===== config.mk =====
export PLATFORM = sky130hd
export DESIGN_NAME = npec_top
export DESIGN_NICKNAME = d
export VERILOG_FILES = /design/src/logic/npec_top.v
export VERILOG_INCLUDE_DIRS = /design/src /design/src/common
export SDC_FILE = /design/constraint.sdc
export NUM_CORES = 1
export LEC_CHECK = 0
export BUFFER_PORTS_ARGS = -buffer_cell sky130_fd_sc_hd__buf_2
export CAP_MARGIN = 20
export CORE_MARGIN = 5
export CORE_UTILIZATION = 50
export CTS_CLUSTER_DIAMETER = 100
export DETAILED_ROUTE_END_ITERATION = 10
export GPL_ROUTABILITY_DRIVEN = 0
export HOLD_SLACK_MARGIN = 0.1
export PLACE_DENSITY = 0.73
export SETUP_SLACK_MARGIN = 0.05
export SYNTH_ARGS = -nofsm -noshare
export SYNTH_HDL_FRONTEND = slang
export SYNTH_SLANG_ARGS = --single-unit

===== constraint.sdc =====
create_clock -name CLK_SYS_I -period 2.65 [get_ports CLK_SYS_I]
set_input_delay 0.53 -clock CLK_SYS_I [delete_from_list [all_inputs] [get_ports CLK_SYS_I]]
set_output_delay 0.53 -clock CLK_SYS_I [all_outputs]
set_load 0.05 [all_outputs]

===== src/common/npec_map.vh =====
// Purpose: Constants of the flash program/erase control block
// Assumes: Included by the design file only
// Notes: Offsets are register indices, byte address is four times
`ifndef NPEC_MAP_VH
`define NPEC_MAP_VH
`define NPEC_IX_ADDR 12'h81a
`define NPEC_IX_DATA 12'h81c
`define NPEC_IX_CTL 12'h81e
`define NPEC_IX_KEY 12'h81f
`define NPEC_B_RD 0
`define NPEC_B_WR 1
`define NPEC_B_EN 2
`define NPEC_B_ERR 3
`define NPEC_B_ERASE 4
`define NPEC_B_LATCH 5
`define NPEC_B_REGION 6
`define NPEC_KEY_FIRST 8'h55
`define NPEC_KEY_SECOND 8'haa
`define NPEC_LATCH_FILL 14'h3fff
`define NPEC_ROW_LAST 5'h1f
`define NPEC_ST_IDLE 3'h0
`define NPEC_ST_READ 3'h1
`define NPEC_ST_ERASE 3'h2
`define NPEC_ST_PROG 3'h3
`define NPEC_ST_LATCH 3'h4
`define NPEC_OP_READ 2'h0
`define NPEC_OP_ERASE 2'h1
`define NPEC_OP_PROG 2'h2
`define NPEC_K_IDLE 2'h0
`define NPEC_K_ONE 2'h1
`define NPEC_K_TWO 2'h2
`define NPEC_UID_LO 15'h0000
`define NPEC_UID_HI 15'h0003
`define NPEC_CFG_LO 15'h0005
`define NPEC_CFG_HI 15'h000b
`define NPEC_DEV_HI 15'h0006
`define NPEC_DIA_LO 15'h0100
`define NPEC_DIA_HI 15'h02ff
`define NPEC_RESP_OK 2'h0
`define NPEC_RESP_ERR 2'h2
`endif


===== src/logic/npec_top.v =====
// Purpose: Flash program/erase control registers and sequencer
// Assumes: Flash side answers each request with a one-cycle ack
// Notes: Data word and reset-abort shadow are not reset
`timescale 1ns/10ps
`include "npec_map.vh"

// Behaviour
// - Data word 14 bits, byte lanes separate
// - Region select picks info space or flash
// - Latch-only trigger loads row latch only
// - Latch-only clear programs row; erase ignores it
// - Erase clears whole 32-word row to ones
// - Program without erase when erase clear
// - Fault on reset abort, broken unlock, protection
// - Hardware never clears fault flag
// - Software may write fault flag to one
// - Program enable low inhibits program/erase
// - Write trigger starts op, zero means idle
// - Ops self-timed, trigger clears when done
// - Writing zero to busy trigger ignored
// - Keys 0x55 then 0xAA before trigger
// - Read trigger loads data, self-clears
// - Read trigger only set by software
// - Unlock key 8-bit write-only, resets zero
// - Fault flag undefined while trigger set
// - Data word unknown at power-on, kept on reset
// - Cell address 15 bits, two byte lanes
// - Invalid info-space read returns zeros
// - Latches return to 0x3fff after program
module npec_top (
  input wire CLK_SYS_I,
  input wire RESET_N_I,
  input wire [13:0] S_AXI_AWADDR_I,
  input wire S_AXI_AWVALID_I,
  output reg S_AXI_AWREADY_O,
  input wire [31:0] S_AXI_WDATA_I,
  input wire [3:0] S_AXI_WSTRB_I,
  input wire S_AXI_WVALID_I,
  output reg S_AXI_WREADY_O,
  output reg [1:0] S_AXI_BRESP_O,
  output reg S_AXI_BVALID_O,
  input wire S_AXI_BREADY_I,
  input wire [13:0] S_AXI_ARADDR_I,
  input wire S_AXI_ARVALID_I,
  output reg S_AXI_ARREADY_O,
  output reg [31:0] S_AXI_RDATA_O,
  output reg [1:0] S_AXI_RRESP_O,
  output reg S_AXI_RVALID_O,
  input wire S_AXI_RREADY_I,
  output reg FL_REQ_O,
  output reg [1:0] FL_OP_O,
  output reg FL_REGION_O,
  output reg [14:0] FL_ADDR_O,
  output reg [13:0] FL_WDATA_O,
  input wire FL_ACK_I,
  input wire [13:0] FL_RDATA_I,
  input wire FL_WPROT_I
);

  reg [14:0] cell_address;
  reg [13:0] data_word;
  reg region_select;
  reg latch_only;
  reg erase_sel;
  reg fault_flag;
  reg program_enable;
  reg wr_trig;
  reg rd_trig;
  reg [7:0] unlock_key;
  reg [1:0] key_st;
  reg [2:0] st;
  reg [4:0] word_ix;
  reg [13:0] row_latch [0:31];
  reg busy_shadow;
  reg first_cycle;
  wire wr_go;
  wire rd_go;
  wire [11:0] wix;
  wire [11:0] rix;
  wire [7:0] wb0;
  wire [7:0] wb1;
  wire hit_ctl;
  wire hit_key;
  wire bad_w;
  wire wr_req;
  wire unlocked;
  wire info_rd_ok;
  wire info_wr_ok;
  wire prot;
  wire abort;
  wire row_done;
  reg [15:0] rd_val;
  genvar g;

  assign wr_go = S_AXI_AWVALID_I & S_AXI_WVALID_I & ~S_AXI_AWREADY_O &
                 ~S_AXI_BVALID_O;
  assign rd_go = S_AXI_ARVALID_I & ~S_AXI_ARREADY_O & ~S_AXI_RVALID_O;
  assign wix = S_AXI_AWADDR_I[13:2];
  assign rix = S_AXI_ARADDR_I[13:2];
  assign wb0 = S_AXI_WDATA_I[7:0];
  assign wb1 = S_AXI_WDATA_I[15:8];
  assign hit_ctl = wr_go & (wix == `NPEC_IX_CTL) & S_AXI_WSTRB_I[0];
  assign hit_key = wr_go & (wix == `NPEC_IX_KEY) & S_AXI_WSTRB_I[0];
  assign bad_w = (wix != `NPEC_IX_ADDR) & (wix != `NPEC_IX_DATA) &
                 (wix != `NPEC_IX_CTL) & (wix != `NPEC_IX_KEY);
  // Trigger request only counts when idle
  assign wr_req = hit_ctl & wb0[`NPEC_B_WR] & ~wr_trig & ~rd_trig;
  assign unlocked = (key_st == `NPEC_K_TWO);
  // Information space: which cells answer reads and accept writes
  assign info_rd_ok =
    (cell_address <= `NPEC_UID_HI) |
    ((cell_address >= `NPEC_CFG_LO) & (cell_address <= `NPEC_CFG_HI)) |
    ((cell_address >= `NPEC_DIA_LO) & (cell_address <= `NPEC_DIA_HI));
  assign info_wr_ok = (cell_address <= `NPEC_UID_HI) |
    ((cell_address > `NPEC_DEV_HI) & (cell_address <= `NPEC_CFG_HI));
  // Region from this same write, not the stale one; latch loads skip it
  assign prot = (FL_WPROT_I | (wb0[`NPEC_B_REGION] & ~info_wr_ok)) &
                (wb0[`NPEC_B_ERASE] | ~wb0[`NPEC_B_LATCH]);
  // Any write other than the next unlock step breaks the sequence
  assign abort = wr_go & (
    ((key_st == `NPEC_K_ONE) &
     ~(hit_key & (wb0 == `NPEC_KEY_SECOND))) |
    (unlocked & ~hit_ctl));
  assign row_done = (st == `NPEC_ST_PROG) & FL_ACK_I &
                    (word_ix == `NPEC_ROW_LAST);

  // Bus write channel: address and data taken together
  always @(posedge CLK_SYS_I or negedge RESET_N_I) begin
    if (!RESET_N_I) begin
      S_AXI_AWREADY_O <= 1'b0;
      S_AXI_WREADY_O <= 1'b0;
      S_AXI_BVALID_O <= 1'b0;
      S_AXI_BRESP_O <= `NPEC_RESP_OK;
    end else begin
      S_AXI_AWREADY_O <= wr_go;
      S_AXI_WREADY_O <= wr_go;
      if (wr_go) begin
        S_AXI_BVALID_O <= 1'b1;
        S_AXI_BRESP_O <= bad_w ? `NPEC_RESP_ERR : `NPEC_RESP_OK;
      end else if (S_AXI_BREADY_I) begin
        S_AXI_BVALID_O <= 1'b0;
      end
    end
  end

  // Read mux; key register reads as zero since it is write-only
  always @* begin
    rd_val = 16'h0000;
    if (rix == `NPEC_IX_ADDR) begin
      rd_val = {1'b0, cell_address};
    end else if (rix == `NPEC_IX_DATA) begin
      rd_val = {2'b00, data_word};
    end else if (rix == `NPEC_IX_CTL) begin
      rd_val = {9'h000, region_select, latch_only, erase_sel,
                fault_flag, program_enable, wr_trig, rd_trig};
    end
  end

  always @(posedge CLK_SYS_I or negedge RESET_N_I) begin
    if (!RESET_N_I) begin
      S_AXI_ARREADY_O <= 1'b0;
      S_AXI_RVALID_O <= 1'b0;
      S_AXI_RDATA_O <= 32'h00000000;
      S_AXI_RRESP_O <= `NPEC_RESP_OK;
    end else begin
      S_AXI_ARREADY_O <= rd_go;
      if (rd_go) begin
        S_AXI_RVALID_O <= 1'b1;
        S_AXI_RDATA_O <= {16'h0000, rd_val};
        if ((rix == `NPEC_IX_ADDR) | (rix == `NPEC_IX_DATA) |
            (rix == `NPEC_IX_CTL) | (rix == `NPEC_IX_KEY)) begin
          S_AXI_RRESP_O <= `NPEC_RESP_OK;
        end else begin
          S_AXI_RRESP_O <= `NPEC_RESP_ERR;
        end
      end else if (S_AXI_RREADY_I) begin
        S_AXI_RVALID_O <= 1'b0;
      end
    end
  end

  // Cell address, both byte lanes
  always @(posedge CLK_SYS_I or negedge RESET_N_I) begin
    if (!RESET_N_I) begin
      cell_address <= 15'h0000;
    end else if (wr_go & (wix == `NPEC_IX_ADDR)) begin
      if (S_AXI_WSTRB_I[0]) begin
        cell_address[7:0] <= wb0;
      end
      if (S_AXI_WSTRB_I[1]) begin
        cell_address[14:8] <= wb1[6:0];
      end
    end
  end

  // Data word has no reset so it survives every reset
  always @(posedge CLK_SYS_I) begin
    if ((st == `NPEC_ST_READ) & FL_ACK_I) begin
      if (region_select & ~info_rd_ok) begin
        data_word <= 14'h0000;
      end else begin
        data_word <= FL_RDATA_I;
      end
    end else if (wr_go & (wix == `NPEC_IX_DATA)) begin
      if (S_AXI_WSTRB_I[0]) begin
        data_word[7:0] <= wb0;
      end
      if (S_AXI_WSTRB_I[1]) begin
        data_word[13:8] <= wb1[5:0];
      end
    end
  end

  // Unlock key and its sequence tracker
  always @(posedge CLK_SYS_I or negedge RESET_N_I) begin
    if (!RESET_N_I) begin
      unlock_key <= 8'h00;
      key_st <= `NPEC_K_IDLE;
    end else begin
      if (hit_key) begin
        unlock_key <= wb0;
      end
      if (hit_key & (wb0 == `NPEC_KEY_FIRST)) begin
        key_st <= `NPEC_K_ONE;
      end else if (hit_key & (wb0 == `NPEC_KEY_SECOND) &
                   (key_st == `NPEC_K_ONE)) begin
        key_st <= `NPEC_K_TWO;
      end else if (wr_go) begin
        key_st <= `NPEC_K_IDLE;
      end
    end
  end

  // Control bits
  always @(posedge CLK_SYS_I or negedge RESET_N_I) begin
    if (!RESET_N_I) begin
      region_select <= 1'b0;
      latch_only <= 1'b0;
      erase_sel <= 1'b0;
      program_enable <= 1'b0;
      rd_trig <= 1'b0;
    end else begin
      if (hit_ctl) begin
        region_select <= wb0[`NPEC_B_REGION];
        latch_only <= wb0[`NPEC_B_LATCH];
        erase_sel <= wb0[`NPEC_B_ERASE];
        program_enable <= wb0[`NPEC_B_EN];
      end
      if ((st == `NPEC_ST_READ) & FL_ACK_I) begin
        rd_trig <= 1'b0;
      end else if (hit_ctl & wb0[`NPEC_B_RD] & ~wr_trig) begin
        rd_trig <= 1'b1;
      end
    end
  end

  // Write trigger: accepted only right after the unlock keys
  always @(posedge CLK_SYS_I or negedge RESET_N_I) begin
    if (!RESET_N_I) begin
      wr_trig <= 1'b0;
    end else if (wr_trig) begin
      if (((st == `NPEC_ST_ERASE) & FL_ACK_I) | row_done |
          (st == `NPEC_ST_LATCH)) begin
        wr_trig <= 1'b0;
      end
    end else if (wr_req & unlocked & wb0[`NPEC_B_EN] & ~prot) begin
      wr_trig <= 1'b1;
    end
  end

  // Fault flag: hardware sets win over software writes
  always @(posedge CLK_SYS_I or negedge RESET_N_I) begin
    if (!RESET_N_I) begin
      fault_flag <= 1'b0;
      first_cycle <= 1'b1;
    end else begin
      first_cycle <= 1'b0;
      if ((first_cycle & busy_shadow) | abort |
          (wr_req & unlocked & wb0[`NPEC_B_EN] & prot)) begin
        fault_flag <= 1'b1;
      end else if (hit_ctl) begin
        fault_flag <= wb0[`NPEC_B_ERR];
      end
    end
  end

  // Remembers a busy trigger across reset; power-on value unknown
  always @(posedge CLK_SYS_I) begin
    if (RESET_N_I & ~first_cycle) begin
      busy_shadow <= wr_trig;
    end else if (RESET_N_I) begin
      busy_shadow <= 1'b0;
    end
  end

  // Row write latches, one per word of the row
  generate
    for (g = 0; g < 32; g = g + 1) begin : latch_g
      always @(posedge CLK_SYS_I or negedge RESET_N_I) begin
        if (!RESET_N_I) begin
          row_latch[g] <= `NPEC_LATCH_FILL;
        end else if (row_done) begin
          row_latch[g] <= `NPEC_LATCH_FILL;
        end else if ((st == `NPEC_ST_LATCH) &
                     (cell_address[4:0] == g)) begin
          row_latch[g] <= data_word;
        end
      end
    end
  endgenerate

  // Sequencer: one flash request at a time, each waits for ack
  always @(posedge CLK_SYS_I or negedge RESET_N_I) begin
    if (!RESET_N_I) begin
      st <= `NPEC_ST_IDLE;
      word_ix <= 5'h00;
      FL_REQ_O <= 1'b0;
      FL_OP_O <= `NPEC_OP_READ;
      FL_REGION_O <= 1'b0;
      FL_ADDR_O <= 15'h0000;
      FL_WDATA_O <= 14'h0000;
    end else begin
      case (st)
        `NPEC_ST_IDLE: begin
          word_ix <= 5'h00;
          FL_REGION_O <= region_select;
          if (wr_trig & erase_sel) begin
            st <= `NPEC_ST_ERASE;
            FL_REQ_O <= 1'b1;
            FL_OP_O <= `NPEC_OP_ERASE;
            FL_ADDR_O <= {cell_address[14:5], 5'h00};
          end else if (wr_trig & latch_only) begin
            st <= `NPEC_ST_LATCH;
          end else if (wr_trig) begin
            st <= `NPEC_ST_PROG;
            FL_REQ_O <= 1'b1;
            FL_OP_O <= `NPEC_OP_PROG;
            FL_ADDR_O <= {cell_address[14:5], 5'h00};
            FL_WDATA_O <= row_latch[0];
          end else if (rd_trig) begin
            st <= `NPEC_ST_READ;
            FL_REQ_O <= 1'b1;
            FL_OP_O <= `NPEC_OP_READ;
            FL_ADDR_O <= cell_address;
          end
        end
        `NPEC_ST_PROG: begin
          if (FL_ACK_I & (word_ix == `NPEC_ROW_LAST)) begin
            st <= `NPEC_ST_IDLE;
            FL_REQ_O <= 1'b0;
          end else if (FL_ACK_I) begin
            word_ix <= word_ix + 5'h01;
            FL_ADDR_O <= {cell_address[14:5], word_ix + 5'h01};
            FL_WDATA_O <= row_latch[word_ix + 5'h01];
          end
        end
        `NPEC_ST_ERASE, `NPEC_ST_READ: begin
          if (FL_ACK_I) begin
            st <= `NPEC_ST_IDLE;
            FL_REQ_O <= 1'b0;
          end
        end
        default: begin
          st <= `NPEC_ST_IDLE;
          FL_REQ_O <= 1'b0;
        end
      endcase
    end
  end

endmodule


==> qor.log, run 1 <==
INFO  worst_setup_path crit_required=3.16ns
INFO  worst_setup_path worst_setup_path_end_kind=flop
INFO  sta            final.min_clock_period=2.534ns
INFO  clock_network  clock_path_buffers=3
INFO  sta            fin_setup_tns=0ns
INFO  yosys          yosysTopAreaCell=dfstp_2
INFO  sta            grt_setup_unrepaired=false
INFO  pwr            vdd.ir_drop.worst=0.5194mV
INFO  detailed_routing drt-initial-drc-count=2554
INFO  worst_setup_path crit_arrival=3.04ns
INFO  yosys          synthAdderAreaFrac=0.0009210
INFO  global_route   grt_first_pass_wirelength=128.1mm
INFO  placement      post_dp_cell_area=28980µm²
INFO  clock_network  cts.sinks=550
INFO  global_route   grt-ovfl-total=0
INFO  sta            whs=0.1242ns
INFO  clock_network  cts_root_buffer=clkbuf_16
INFO  die            initial_utilization=0.5049
INFO  die            placementRows=85
INFO  die            core=53810µm²
INFO  status         outcome=finished, final reports clean
INFO  global_route   overall_global_routing_usage=0.2716
INFO  finish         finished_cell_area=31000µm²
INFO  finish         layout-drive-gt1-share=0.3424
INFO  clock_network  post_cts.repair.setup_buffers=0
INFO  detailed_routing routed_antenna_nets=0
INFO  clock_network  tritoncts=done
INFO  detailed_routing remaining_drc_errors=0
INFO  global_route   first_global_vias=22490
INFO  yosys          netlist_area=27170µm²
INFO  yosys          synth_seq_cells=550
INFO  sta            post-route-period-util=0.9561
INFO  yosys          syn_inst=2768
INFO  worst_setup_path worst-setup-path-type=reg2reg
INFO  worst_setup_path crit_path_max_incr_delay=0.54ns
INFO  sta            report.final.setup_viol=0
INFO  die            top_level_ports=161
INFO  worst_setup_path timing.critical_path.buf_inv=1
INFO  clock_network  cts_htree_levels=2
INFO  sta            hold_violations=0
INFO  clock_network  post_cts.resized_instances=0
INFO  worst_setup_path slowest_stage=mux4_2
INFO  job            drv.max_cap_violation_count=0
INFO  yosys          synth_area_leaders=dfstp_2 43%, nand2_1 14%, mux4_2 9.4%
INFO  worst_setup_path crit_path_start_kind=flop
INFO  yosys          ys.flop_type=dfstp_2
INFO  yosys          yosys_warnings=0
INFO  die            fp.dieW=243.1µm
INFO  detailed_routing wl_per_cell=22.68µm
INFO  yosys          synth_cell_type_count=65
INFO  worst_setup_path path_cells=ha_4 > buf_12 > mux4_2 > mux2i_1 > a32oi_1 > a41o_1
INFO  global_route   grt_antenna_before_repair=3
INFO  worst_hold_path hold_class=in2reg
INFO  worst_setup_path timing.critical_path.max_delay_family=multiplexers
INFO  sta            finClkSkew=0.03017ns
INFO  yosys          synth_top_cell_area_share=0.4342
INFO  sta            slew-limit-headroom=0.3747
INFO  finish         finalNetCount=2938
INFO  die            design.die.area=59100µm²
INFO  finish         synthToLayoutAreaGrowth=14.09%
INFO  detailed_routing drt_pass1_iterations=6
INFO  clock_network  clk_pin_slew_worst_paths=0.06ns
INFO  yosys          post_synth_xor_area_fraction=0.001842
INFO  yosys          async_reset_ff_frac=0.9727
INFO  sta            final_critical_path_setup_slack=0.1164ns
INFO  yosys          post_synthesis_compound_gate_area_fraction=0.03596
INFO  pwr            pwr_density_cell=562.8nW/µm²
INFO  sta            drv_slew=0
INFO  placement      numPortBuffers=118
INFO  clock_network  worst_skew_pair.late_latency=0.63ns
INFO  yosys          post_synth_mux_area_share=0.1321
INFO  global_route   largest_net_degree_at_the_start_of_global_routing=106
INFO  pwr            leakagePower=13.80nW
INFO  die            die_h=243.1µm
INFO  detailed_routing viasPerCell=6.168
INFO  detailed_routing routed_wirelength=81.55mm
INFO  yosys          syn_area_per_cell=9.816µm²
INFO  pwr            power.total=17.45mW
INFO  detailed_routing detailroute.via_count=22180
INFO  sta            worst_pin_slew=0.9380ns
INFO  yosys          edff_count_synth=15
INFO  placement      place_worst_setup_slack=0.1638ns
INFO  yosys          simple_logic_cell_fraction_of_the_synthesized_area=0.2526
INFO  clock_network  cts_buffers=57
INFO  placement      dp_hpwl=52.52mm
INFO  sta            max_clock_freq=394.7MHz
INFO  yosys          synth_top_family_by_area=simple AND/OR/NAND/NOR gates
INFO  yosys          fraction_of_the_yosys_area_taken_by_sequential_cells=0.5300
INFO  worst_setup_path critical_path.max_fanout=27
[worst register-to-register path: cells and delay by family, from the launching register on]
kind                     cells  cell delay, ns
multiplexers                 2            0.86
buffers and inverters        1            0.26
AO/OA/AOI/OAI                2            0.41
adder cells (fa/ha/maj)      1            0.38
flip-flops                   1            0.52
[cell type report]
cell class | count | area [µm²]
fillers | 4409 | 22820
repair buffers | 268 | 2044
multi-input cells | 1960 | 11640
clock buffers | 86 | 1748
diodes | 3 | 7.507
well taps | 696 | 870.8
inverters | 12 | 45.04
clock inverters | 21 | 241.5
flip-flops and latches | 550 | 14400
[worst paths after layout]
check	startpoint	slack [ns]	to	depth (start not counted)
min in group asynchronous	RESET_N_I	0.49	FL_WDATA_O[9]$_DFFE_PN0P_	2
min	S_AXI_BREADY_I	0.12	S_AXI_BVALID_O$_DFFE_PN0P_	2
max	word_ix[0]$_DFFE_PN0P_	0.12	FL_WDATA_O[9]$_DFFE_PN0P_	6
min reg2reg	S_AXI_RDATA_O[14]$_DFFE_PN0P_	0.47	S_AXI_RDATA_O[14]$_DFFE_PN0P_	2
max in group asynchronous	RESET_N_I	1.22	row_latch[389]$_DFFE_PN1P_	3
max reg2reg	word_ix[0]$_DFFE_PN0P_	0.12	FL_WDATA_O[9]$_DFFE_PN0P_	6
[kinds of logic after synthesis]
| logic type | after synthesis |
|---|---|
| buffers and inverters | 277 |
| other | 1 |
| AO/OA/AOI/OAI | 142 |
| multiplexers | 212 |
| flip-flops | 550 |
| XOR/XNOR | 4 |
| adder cells (fa/ha/maj) | 2 |
| AND/OR/NAND/NOR | 1580 |
[through the flow]
stage,cells,utilization
4_1_cts,3593,0.5759
6_report,3596,0.5760
5_1_grt,3594,0.5759
3_3_place_gp,3484,0.5385
2_1_floorplan,2787,-
3_5_place_dp,3484,0.5385
[state kept, by name, summed over array words and instances, names as in the netlist, 2 cells and up]
signal / count
row_latch: 448
S_AXI_RDATA_O: 15
FL_OP_O: 2
st: 3
data_word: 14
FL_WDATA_O: 14
cell_address: 15
word_ix: 5
FL_ADDR_O: 15
key_st: 2
[synthesized netlist by cell type, types with 28 or more instances]
master	number
buf_4	30
mux4_2	114
a22oi_1	28
nand3_1	439
nor2_1	48
nand2_1	987
clkbuf_1	178
mux2_2	33
dfrtp_1	86
mux2i_1	65
buf_2	39
dfstp_2	449
[layer usage]
metal,GRT usage,share of wire,up-vias
met5,0,0.00016,-
met4,0.1268,0.050,2
met3,0.05468,0.093,248
met2,0.4284,0.47,1168
met1,0.3649,0.38,11220
li1,-,-,9545
[cells in the final DEF, fill, tap and decap left out, types with 33 or more instances in the layout]
cell type / n
nand3_1: 439
mux2_2: 33
mux2i_1: 65
clkbuf_16: 59
dfstp_2: 449
dfrtp_1: 85
buf_2: 117
buf_4: 123
mux4_2: 114
nor2_1: 48
nand2_1: 986
[where the power goes]
group	leakage [nW]	switching [mW]	internal, mW
Clock	0.996	3.44	5.03
Sequential	5.97	0.0156	8.48
Combinational	6.84	0.375	0.108
[what timing repair did]
item,CTS,global route
hold buffers,2,0
hold endpoints to repair,13,0
setup endpoints to repair,0,0
No activity file was read; power rests on OpenSTA's default activity.
==> inputs of run 2 (changes only) <==
CTS_BUF_LIST = sky130_fd_sc_hd__clkbuf_4 sky130_fd_sc_hd__clkbuf_8   (was not set)
==> run 2 against run 1 <==
Against the previous run: non-clock buffer count increased by 8; total power is 1.3% lower; sequential power is essentially flat; clock skew increased by 0.014 ns; first-iteration DRC count fell by 11%; global-route usage rose by 0.28 points; fmax rose by 0.28%; clock power down 2.8%; cell area increased by 0.42%; flip-flop and latch count did not move.
==> qor.log, run 2 (synthesis gave the netlist of run 1 again) <==
INFO  job            drv.max_cap_violation_count=0
INFO  clock_network  cts_root_buffer=clkbuf_8
INFO  sta            grt_setup_unrepaired=false
INFO  global_route   grt_antenna_before_repair=3
INFO  die            top_level_ports=161
INFO  pwr            cell_internal_pwr=13.33mW
INFO  worst_setup_path slowest_stage=mux4_2
INFO  sta            final_critical_path_setup_slack=0.1235ns
INFO  detailed_routing viasPerCell=6.082
INFO  die            die_h=243.1µm
INFO  clock_network  clock_path_buffers=3
INFO  sta            slew-limit-headroom=0.3524
INFO  pwr            share_comb_of_total_power=0.029
INFO  finish         layout-drive-gt1-share=0.3579
INFO  clock_network  tritoncts=done
INFO  detailed_routing wl_per_cell=22.27µm
INFO  finish         layout.cells.most_common_list=986 x nand2_1, 449 x dfstp_2, 439 x nand3_1, 123 x buf_4, 120 x clkbuf_8
INFO  sta            hold_violations=0
INFO  die            design.die.area=59100µm²
INFO  clock_network  cts_buffers=93
INFO  placement      dp_hpwl=52.52mm
INFO  die            core=53810µm²
INFO  clock_network  cts_htree_levels=3
INFO  clock_network  post_cts.resized_instances=0
INFO  placement      post_dp_cell_area=28980µm²
INFO  pwr            pwr_density_cell=553.3nW/µm²
INFO  worst_setup_path crit_path_max_incr_delay=0.55ns
INFO  worst_hold_path hold_class=in2reg
INFO  pwr            switchingPower=3.892mW
INFO  clock_network  cts.hold.buffers_added=10
INFO  worst_setup_path crit_required=3.23ns
INFO  finish         fillerInstances=4402
INFO  worst_setup_path worst-setup-path-type=reg2reg
INFO  sta            drv_slew=0
INFO  detailed_routing remaining_drc_errors=0
INFO  worst_setup_path critical_path.max_fanout=27
INFO  sta            report.final.setup_viol=0
INFO  worst_setup_path worst_setup_path_end_kind=flop
INFO  sta            max_clock_freq=395.8MHz
INFO  clock_network  worst_skew_pair.late_latency=0.70ns
INFO  global_route   grt-ovfl-total=0
INFO  detailed_routing drt-initial-drc-count=2284
INFO  pwr            power.share.switching=0.2259
INFO  die            placementRows=85
INFO  pwr            power.share.sequential=0.493
INFO  sta            finClkSkew=0.04452ns
INFO  die            fp.dieW=243.1µm
INFO  finish         final_common_cell=nand2_1
INFO  worst_setup_path crit_arrival=3.11ns
INFO  pwr            vdd.ir_drop.worst=0.3208mV
INFO  placement      place_worst_setup_slack=0.1638ns
INFO  finish         finalNetCount=2982
INFO  global_route   first_global_vias=22980
INFO  pwr            power.total=17.22mW
INFO  finish         largest_register_ff_count=448
INFO  detailed_routing detailroute.via_count=22290
INFO  global_route   grt_first_pass_wirelength=128.8mm
INFO  global_route   largest_net_degree_at_the_start_of_global_routing=106
INFO  worst_setup_path timing.critical_path.buf_inv=1
INFO  detailed_routing routed_antenna_nets=0
INFO  clock_network  clk_pin_slew_worst_paths=0.06ns
INFO  sta            fin_setup_tns=0ns
INFO  placement      numPortBuffers=118
INFO  global_route   overall_global_routing_usage=0.2744
INFO  sta            final.min_clock_period=2.526ns
INFO  die            initial_utilization=0.5049
INFO  worst_setup_path crit_path_start_kind=flop
INFO  sta            post-route-period-util=0.9534
INFO  status         outcome=finished, final reports clean
INFO  finish         synthToLayoutAreaGrowth=14.57%
INFO  worst_setup_path path_cells=ha_4 > buf_12 > mux4_2 > mux2i_1 > a32oi_1 > a41o_1
INFO  detailed_routing routed_wirelength=81.62mm
INFO  worst_setup_path timing.critical_path.max_delay_family=multiplexers
INFO  sta            worst_pin_slew=0.9714ns
INFO  clock_network  post_cts.repair.setup_buffers=0
INFO  finish         largest_register=row_latch
INFO  pwr            leakagePower=13.93nW
INFO  detailed_routing drt_pass1_iterations=6
INFO  clock_network  cts.sinks=550
INFO  pwr            power_frac_clock=0.478
INFO  finish         finished_cell_area=31130µm²
[run 2: cell types whose count changed in the layout (fill, tap and decap cells not counted), moves of 2 or more]
cell           change
bufinv_16          -3
clkbuf_1          -10
clkbuf_16         -59
clkbuf_4          +35
clkbuf_8         +103
clkinv_1           +2
clkinv_2           -6
clkinvlp_4         +2
dlygate4sd3_1      +8
inv_6              -2
[run 2: metal layers]
| metal | up-vias | track usage | routed length [µm] |
|---|---|---|---|
| met5 | - | 0 | 9 |
| met4 | 2 | 0.1382 | 4217 |
| met3 | 257 | 0.08141 | 8503 |
| met2 | 1210 | 0.4279 | 38010 |
| met1 | 11180 | 0.3511 | 30880 |
| li1 | 9647 | - | - |
[run 2: per-stage QoR]
stage	utilization	hold WS [ns]	cells
6_report	0.5785	0.1500	3665
5_1_grt	0.5785	0.1336	3665
4_1_cts	0.5784	0.1177	3663
3_5_place_dp	0.5385	0.4578	3484
3_3_place_gp	0.5385	0.4592	3484
2_1_floorplan	-	0.2344	2787
[run 2: area by class of cell]
cell class / instances / area, µm² / share of cell area
diodes: 2 / 5.005 / 0.0001608
clock buffers: 155 / 1914 / 0.06150
clock inverters: 14 / 128.9 / 0.004140
inverters: 12 / 45.04 / 0.001447
multi-input cells: 1960 / 11640 / 0.3738
flip-flops and latches: 550 / 14400 / 0.4627
well taps: 696 / 870.8 / 0.02797
repair buffers: 276 / 2125 / 0.06825
[run 2: path summary, 6_finish.rpt]
| check | cells after the start | from | slack [ns] | endpoint |
|---|---|---|---|---|
| min in group asynchronous | 2 | RESET_N_I | 0.42 | FL_WDATA_O[3]$_DFFE_PN0P_ |
| hold reg to reg | 2 | S_AXI_RDATA_O[14]$_DFFE_PN0P_ | 0.47 | S_AXI_RDATA_O[14]$_DFFE_PN0P_ |
| max in group asynchronous | 3 | RESET_N_I | 1.27 | row_latch[18]$_DFFE_PN1P_ |
| setup reg to reg | 6 | word_ix[0]$_DFFE_PN0P_ | 0.12 | FL_WDATA_O[9]$_DFFE_PN0P_ |
| setup / recovery | 6 | word_ix[0]$_DFFE_PN0P_ | 0.12 | FL_WDATA_O[9]$_DFFE_PN0P_ |
| hold / removal | 2 | FL_RDATA_I[11] | 0.15 | data_word[11]$_DFFE_PP_ |
[run 2: power by group through the flow]
| stage | Combinational, mW | Sequential, mW | Clock, mW |
|---|---|---|---|
| floorplan | 0.178 | 8.66 | 0 |
| CTS | 0.498 | 8.50 | 8.36 |
| global placement | 0.474 | 8.62 | 0 |
| finish | 0.493 | 8.50 | 8.23 |
| global route | 0.544 | 8.50 | 8.75 |
| detailed placement | 0.485 | 8.62 | 0 |
